==> src/rtl/bmc_cc_line_codec_cfg.svh <==
// Contract
// Toggle at every bit start; ones toggle again mid-bit; decoder uses same rule.
// Keep coded stream DC balanced, disparity never beyond half a bit.
// Preamble starts by driving the line low before the first transition.
// Receiver locks and decodes even if the very first edge is lost; the code then loses the first bit and decodes from the second.
// After final end-of-packet bit, emit one closing transition before release.
// Transmit and receive only on the pin picked by cable orientation.
// Drive the selected pin through a tri-state driver enabled by transmit logic.
// Hold driver in high impedance whenever not transmitting.
// Time bits and half-bits, and sample receive, from a clock-counted tick; receive instead samples every clock and times edges with rx_cnt.
`ifndef BMC_CC_LINE_CODEC_CFG_SVH
`define BMC_CC_LINE_CODEC_CFG_SVH

`define BMC_CLK_PERIOD_NS   8
`define BMC_HALF_BIT_NS     1667
`define BMC_HALF_BIT_CYCLES (`BMC_HALF_BIT_NS / `BMC_CLK_PERIOD_NS)
`define BMC_CNT_W           10
`define BMC_RX_TIMEOUT_HALVES 4
`define BMC_LINE_RST        1'b0

`endif

==> src/rtl/bmc_cc_line_codec_pkg.sv <==
`include "bmc_cc_line_codec_cfg.svh"

package bmc_cc_line_codec_pkg;

    typedef enum logic [2:0] {
        TX_IDLE,
        TX_LEAD,
        TX_FIRST,
        TX_SECOND,
        TX_CLOSE
    } tx_state_e;

    typedef logic [`BMC_CNT_W-1:0] cnt_t;

    typedef struct packed {
        cnt_t cnt;
        logic tick;
    } timer_s;

    typedef struct packed {
        tx_state_e state;
        logic      level;
        logic      oe;
        logic      bit_val;
        logic      last;
        logic      sel_b;
        logic      take;
        logic      busy;
        logic      a_lvl;
        logic      a_oe;
        logic      b_lvl;
        logic      b_oe;
        cnt_t      rx_cnt;
        logic      rx_prev;
        logic      rx_active;
        logic      rx_half;
        logic      rx_valid;
        logic      rx_bit;
    } codec_s;

endpackage

==> src/rtl/bmc_half_bit_timer.sv <==
`timescale 1ns/1ps
`include "bmc_cc_line_codec_cfg.svh"

module bmc_half_bit_timer #(
    parameter int unsigned HALF_CYCLES = `BMC_HALF_BIT_CYCLES
) (
    input  wire logic clk_i,
    input  wire logic arst_n_i,
    input  wire logic ce_i,
    input  wire logic restart_i,
    output logic      tick_o
);
    localparam int CW = `BMC_CNT_W;
    localparam bmc_cc_line_codec_pkg::cnt_t LAST = CW'(HALF_CYCLES - 1);

    bmc_cc_line_codec_pkg::timer_s s_ff;
    bmc_cc_line_codec_pkg::timer_s nxt_s;

    always_comb begin
        nxt_s = s_ff;
        nxt_s.tick = 1'b0;
        if (restart_i) begin
            nxt_s.cnt = '0;
        end else if (s_ff.cnt == LAST) begin
            nxt_s.cnt  = '0;
            nxt_s.tick = 1'b1;
        end else begin
            nxt_s.cnt = s_ff.cnt + CW'(1);
        end
    end

    always_ff @(posedge clk_i or negedge arst_n_i) begin
        if (!arst_n_i) begin
            s_ff <= '0;
        end else if (ce_i) begin
            s_ff <= nxt_s;
        end
    end

    assign tick_o = s_ff.tick;
endmodule

==> src/rtl/bmc_cc_line_codec.sv <==
`timescale 1ns/1ps
`include "bmc_cc_line_codec_cfg.svh"

module bmc_cc_line_codec #(
    parameter int unsigned HALF_CYCLES = `BMC_HALF_BIT_CYCLES
) (
    input  wire logic clk_i,
    input  wire logic arst_n_i,
    input  wire logic ce_i,
    input  wire logic orient_b_i,
    input  wire logic tx_valid_i,
    input  wire logic tx_bit_i,
    input  wire logic tx_last_i,
    output logic      tx_take_o,
    output logic      tx_busy_o,
    input  wire logic cc_line_a_i,
    output logic      cc_line_a_o,
    output logic      cc_line_a_oe_o,
    input  wire logic cc_line_b_i,
    output logic      cc_line_b_o,
    output logic      cc_line_b_oe_o,
    output logic      rx_valid_o,
    output logic      rx_bit_o,
    output logic      rx_active_o
);
    localparam int CW = `BMC_CNT_W;
    // Below one and a half halves counts as a half-bit interval
    localparam bmc_cc_line_codec_pkg::cnt_t RX_SHORT_LIM =
        CW'(HALF_CYCLES + HALF_CYCLES / 2);
    localparam bmc_cc_line_codec_pkg::cnt_t RX_TIMEOUT =
        CW'(HALF_CYCLES * `BMC_RX_TIMEOUT_HALVES);

    bmc_cc_line_codec_pkg::codec_s s_ff;
    bmc_cc_line_codec_pkg::codec_s nxt_s;

    logic tick;
    logic restart;
    logic rx_line;

    assign restart = (s_ff.state == bmc_cc_line_codec_pkg::TX_IDLE);

    bmc_half_bit_timer #(
        .HALF_CYCLES (HALF_CYCLES)
    ) u_timer (
        .clk_i     (clk_i),
        .arst_n_i  (arst_n_i),
        .ce_i      (ce_i),
        .restart_i (restart),
        .tick_o    (tick)
    );

    // Receive follows the live orientation while idle, the latched one while sending
    assign rx_line = (s_ff.busy ? s_ff.sel_b : orient_b_i) ? cc_line_b_i : cc_line_a_i;

    always_comb begin
        nxt_s = s_ff;
        nxt_s.take = 1'b0;
        nxt_s.rx_valid = 1'b0;

        case (s_ff.state)
            bmc_cc_line_codec_pkg::TX_IDLE: begin
                nxt_s.oe    = 1'b0;
                nxt_s.level = `BMC_LINE_RST;
                if (tx_valid_i) begin
                    nxt_s.sel_b = orient_b_i;
                    nxt_s.oe    = 1'b1;
                    nxt_s.level = 1'b0;
                    nxt_s.state = bmc_cc_line_codec_pkg::TX_LEAD;
                end
            end
            bmc_cc_line_codec_pkg::TX_LEAD,
            bmc_cc_line_codec_pkg::TX_SECOND: begin
                if (tick) begin
                    if (s_ff.state == bmc_cc_line_codec_pkg::TX_SECOND && s_ff.last) begin
                        nxt_s.level = ~s_ff.level;
                        nxt_s.state = bmc_cc_line_codec_pkg::TX_CLOSE;
                    end else if (tx_valid_i) begin
                        nxt_s.level   = ~s_ff.level;
                        nxt_s.bit_val = tx_bit_i;
                        nxt_s.last    = tx_last_i;
                        nxt_s.take    = 1'b1;
                        nxt_s.state   = bmc_cc_line_codec_pkg::TX_FIRST;
                    end else begin
                        // Underrun still ends cleanly with the closing edge
                        nxt_s.level = ~s_ff.level;
                        nxt_s.state = bmc_cc_line_codec_pkg::TX_CLOSE;
                    end
                end
            end
            bmc_cc_line_codec_pkg::TX_FIRST: begin
                if (tick) begin
                    // Equal half cells keep the disparity within half a bit
                    if (s_ff.bit_val) begin
                        nxt_s.level = ~s_ff.level;
                    end
                    nxt_s.state = bmc_cc_line_codec_pkg::TX_SECOND;
                end
            end
            bmc_cc_line_codec_pkg::TX_CLOSE: begin
                if (tick) begin
                    nxt_s.oe    = 1'b0;
                    nxt_s.level = `BMC_LINE_RST;
                    nxt_s.last  = 1'b0;
                    nxt_s.state = bmc_cc_line_codec_pkg::TX_IDLE;
                end
            end
            default: begin
                nxt_s.oe    = 1'b0;
                nxt_s.state = bmc_cc_line_codec_pkg::TX_IDLE;
            end
        endcase

        nxt_s.busy  = (nxt_s.state != bmc_cc_line_codec_pkg::TX_IDLE);
        nxt_s.a_lvl = nxt_s.level & ~nxt_s.sel_b;
        nxt_s.a_oe  = nxt_s.oe & ~nxt_s.sel_b;
        nxt_s.b_lvl = nxt_s.level & nxt_s.sel_b;
        nxt_s.b_oe  = nxt_s.oe & nxt_s.sel_b;

        // Receive side; own transmission is not echoed back
        nxt_s.rx_prev = rx_line;
        if (s_ff.oe) begin
            nxt_s.rx_active = 1'b0;
            nxt_s.rx_half   = 1'b0;
            nxt_s.rx_cnt    = '0;
        end else if (rx_line != s_ff.rx_prev) begin
            nxt_s.rx_cnt = '0;
            if (!s_ff.rx_active) begin
                // Any edge may be the first; a lost lead edge costs the first bit
                nxt_s.rx_active = 1'b1;
                nxt_s.rx_half   = 1'b0;
            end else if (s_ff.rx_cnt < RX_SHORT_LIM) begin
                if (s_ff.rx_half) begin
                    nxt_s.rx_valid = 1'b1;
                    nxt_s.rx_bit   = 1'b1;
                    nxt_s.rx_half  = 1'b0;
                end else begin
                    nxt_s.rx_half = 1'b1;
                end
            end else begin
                // A stray half before a full cell is dropped to realign
                nxt_s.rx_valid = 1'b1;
                nxt_s.rx_bit   = 1'b0;
                nxt_s.rx_half  = 1'b0;
            end
        end else if (s_ff.rx_active) begin
            if (s_ff.rx_cnt >= RX_TIMEOUT) begin
                nxt_s.rx_active = 1'b0;
                nxt_s.rx_half   = 1'b0;
            end else begin
                nxt_s.rx_cnt = s_ff.rx_cnt + CW'(1);
            end
        end
    end

    always_ff @(posedge clk_i or negedge arst_n_i) begin
        if (!arst_n_i) begin
            s_ff <= '0;
        end else if (ce_i) begin
            s_ff <= nxt_s;
        end
    end

    assign tx_take_o      = s_ff.take;
    assign tx_busy_o      = s_ff.busy;
    assign cc_line_a_o    = s_ff.a_lvl;
    assign cc_line_a_oe_o = s_ff.a_oe;
    assign cc_line_b_o    = s_ff.b_lvl;
    assign cc_line_b_oe_o = s_ff.b_oe;
    assign rx_valid_o     = s_ff.rx_valid;
    assign rx_bit_o       = s_ff.rx_bit;
    assign rx_active_o    = s_ff.rx_active;
endmodule

==> config.mk <==
export PLATFORM = sky130hd
export DESIGN_NAME = bmc_cc_line_codec
export DESIGN_NICKNAME = d
export VERILOG_FILES = /design/src/rtl/bmc_cc_line_codec_pkg.sv /design/src/rtl/bmc_half_bit_timer.sv /design/src/rtl/bmc_cc_line_codec.sv
export VERILOG_INCLUDE_DIRS = /design/src /design/src/rtl
export SDC_FILE = /design/constraint.sdc
export NUM_CORES = 1
export LEC_CHECK = 0
export BUFFER_PORTS_ARGS = -buffer_cell sky130_fd_sc_hd__buf_2
export CAP_MARGIN = 25
export CORE_UTILIZATION = 45
export CTS_CLUSTER_DIAMETER = 50
export DETAILED_ROUTE_END_ITERATION = 16
export PLACE_DENSITY = 0.67
export REMOVE_ABC_BUFFERS = 1
export SLEW_MARGIN = 15
export SYNTH_ARGS = -nofsm -noshare
export SYNTH_HDL_FRONTEND = slang
export SYNTH_SLANG_ARGS = --single-unit
==> constraint.sdc <==
create_clock -name clk_i -period 2.2 [get_ports clk_i]
set_input_delay 0.33 -clock clk_i [delete_from_list [all_inputs] [get_ports clk_i]]
set_output_delay 0.33 -clock clk_i [all_outputs]
set_load 0.05 [all_outputs]
==> reports/metrics.cfg <==
[routing]
drc_errors = 0
ant_nets = 0
dr.pass1.iters = 4
post_drt_wl_per_cell_um = 13.9
viasPerCell = 5.60
drt_iter0_drc = 88
vias = 1708
wl_mm = 4.24

[worst_setup_path]
arrival_ns = 2.16
r2r_slack_ns = 0.27
timing.critical_path.fanout_max = 15
r2r_end = s_ff[12]$_DFFE_PN0P_
crit_start = tx_busy_o$_DFFE_PN0P_
r2r-start = tx_busy_o$_DFFE_PN0P_
required_ns = 2.42
end_kind = flip-flop
worst-r2r-cell-count = 6
worstSetupPathType = flip-flop to flip-flop
start_kind = flip-flop

[sta]
finalCriticalPeriod_ns = 1.93
final-hold-violation-count = 0
finalSetupViolCount = 0
max_freq_mhz = 517
rsz0062_at_grt = false
skew_ns = 0.00571
worst_slew_pin_slew_ns = 0.461
finalCritPeriodShare_pct = 87.9
drv_slew = 0
maxSlewHeadroom_pct = 69.0
tns_ns = 0

[die]
die_area_um2 = 5000
core_um2 = 4440
fp.dieH_um = 70.7
fp-row-count = 24
io-pin-count = 18
start_util_pct = 47.8
die_width_um = 70.7

[clocking]
post_cts_buffers = 0
cts.reportedPaths.clkPinSlew_ns = 0.08
htree_levels = 2
cts_tree = done
numCtsBuffers = 5
clkSinkCount = 40
cts_buffer_depth = 2
root_buffer = clkbuf_8
clk_latency_ns = 0.29

[grt]
antenna_found_initial = 0
grt_max_degree = 25
first_global_vias = 1649
overflow = 0
grt_pass1_wl_mm = 7.57
grtUsageTotal_pct = 19.3

[logic_synthesis]
synth_edf_count = 0
synth_area_um2 = 2130
ys.flop_type = dfrtp_1
yosys_warnings = 0
yosysMostFrequentCell = dfrtp_1
synthCells = 230
synth_area_leader_cell = dfrtp_1
synth_top_area_share_pct = 47.1
avgSynthCellArea_um2 = 9.24
async_flop_share_pct = 100
yosysUniqueCellTypes = 43
yosys-top-cells-count = dfrtp_1 (40), nand2_1 (24), o21ai_0 (21), inv_1 (16), nor2_1 (14)
synth-seq-area-share_pct = 47.1
synth_area_leaders = dfrtp_1 (47%), o21ai_0 (4.9%), nand2_1 (4.2%), nand4_1 (2.9%), a21oi_1 (2.8%)
ys_ff_latch = 40

[hold_path]
hold_end = s_ff[23]$_DFFE_PN0P_
hold_depth = 2
worstHoldPathType = input pin to flip-flop
hold_start = tx_bit_i

[finish]
fillCellCount = 429
drive_above_1_share_pct = 15.8
fin_util_pct = 53.9
nets = 264
multiInputGateArea_um2 = 1000
diodes = 0
register_area_um2 = 1000
area_growth_pct = 12.6

[power]
vdd_ir_drop_max_v = 0.000347
powerDensity_nw_per_um2 = 849
leakagePower_nw = 1.09

[flow_run]
drv_cap = 0

[placement]
place_congestion = 0.804
dp_hpwl_mm = 3.07
io_buffer_count = 17

[run_status]
status = complete, no violations

power by group:
group          internal [mW]  switching (mW)
clock                  0.337           0.258
sequential             0.845           0.119
combinational          0.179           0.294
total                   1.36           0.671
area by class of cell:
class                      count  area share (%)
clock inverter                 2            1.46
clock buffer                   6            3.03
timing repair buffer          26            6.48
tap                           52            2.72
inverter                      16            2.51
sequential                    40            41.8
multi-input combinational    163            42.0
layer usage:
layer / vias up / global-route usage [%] / wire (um)
met4: 0 / 7.78 / 38
met3: 4 / 4.56 / 147
met1: 807 / 27.1 / 2140
li1: 869 / - / -
met2: 28 / 29.1 / 1910
met5: - / 0 / 0
worst max path at each step:
stage,end,depth (start not counted)
CTS,s_ff[12]$_DFFE_PN0P_,6
floorplan,s_ff[14]$_DFFE_PN0P_,5
global route,s_ff[10]$_DFFE_PN0P_,6
global placement,s_ff[10]$_DFFE_PN0P_,7
finish,s_ff[12]$_DFFE_PN0P_,6
detailed placement,s_ff[10]$_DFFE_PN0P_,6
worst max-delay path, cell delays in order (launching register included):
cell and delay [ns]:
dfrtp_1 0.39, mux2i_1 0.36, or3_4 0.21, a21oi_1 0.06, buf_4 0.18, or4_1 0.51, a21oi_1 0.15
repair_timing:
| action | in CTS | in global routing |
|---|---|---|
| hold endpoints to repair | 13 | 0 |
| resized for setup | 0 | 0 |
| hold buffers | 1 | 0 |
placed cells by master, fill, tap and decap left out, types with 4 or more instances in the layout:
cell type / n
buf_2: 17
o21ai_0: 21
clkbuf_8: 5
inv_1: 16
nand3_1: 7
xor2_1: 6
buf_4: 8
and3_1: 4
a21oi_1: 12
nor2_1: 14
o22ai_1: 6
mux2i_1: 5
nand2_1: 24
nand4_1: 10
dfrtp_1: 40
mux2_2: 4
o31ai_1: 4
per-stage QoR:
step           power, mW  cells  hold slack, ns  cell area, um^2  setup slack (ns)
2_1_floorplan       1.30    219          0.0344             2070           0.00951
3_3_place_gp        1.43    296           0.251             2280             0.341
3_5_place_dp        1.45    296           0.251             2280             0.275
4_1_cts             2.05    305           0.267             2390             0.263
5_1_grt             2.16    305           0.256             2390             0.165
6_report            2.03    305           0.273             2390             0.265
sequential cells by signal (all words and copies together) (netlist names):
register / cells
u_timer.s_ff: 10
rx_active_o: 1
cc_line_a_o: 1
u_timer.tick_o: 1
cc_line_b_o: 1
tx_take_o: 1
cc_line_b_oe_o: 1
s_ff: 20
cc_line_a_oe_o: 1
tx_busy_o: 1
rx_valid_o: 1
rx_bit_o: 1
cell families after synthesis:
logic type | Yosys count | share of synthesized area [%]
AOI/OAI and AO/OA | 64 | 18.7
muxes | 9 | 4.47
buffers and inverters | 27 | 5.65
DFF | 40 | 47.1
xor gates and xnor gates | 9 | 3.71
and+or+nand+nor | 78 | 18.6
adders and majority gates | 3 | 1.77
No activity file was read; power rests on OpenSTA's default activity.
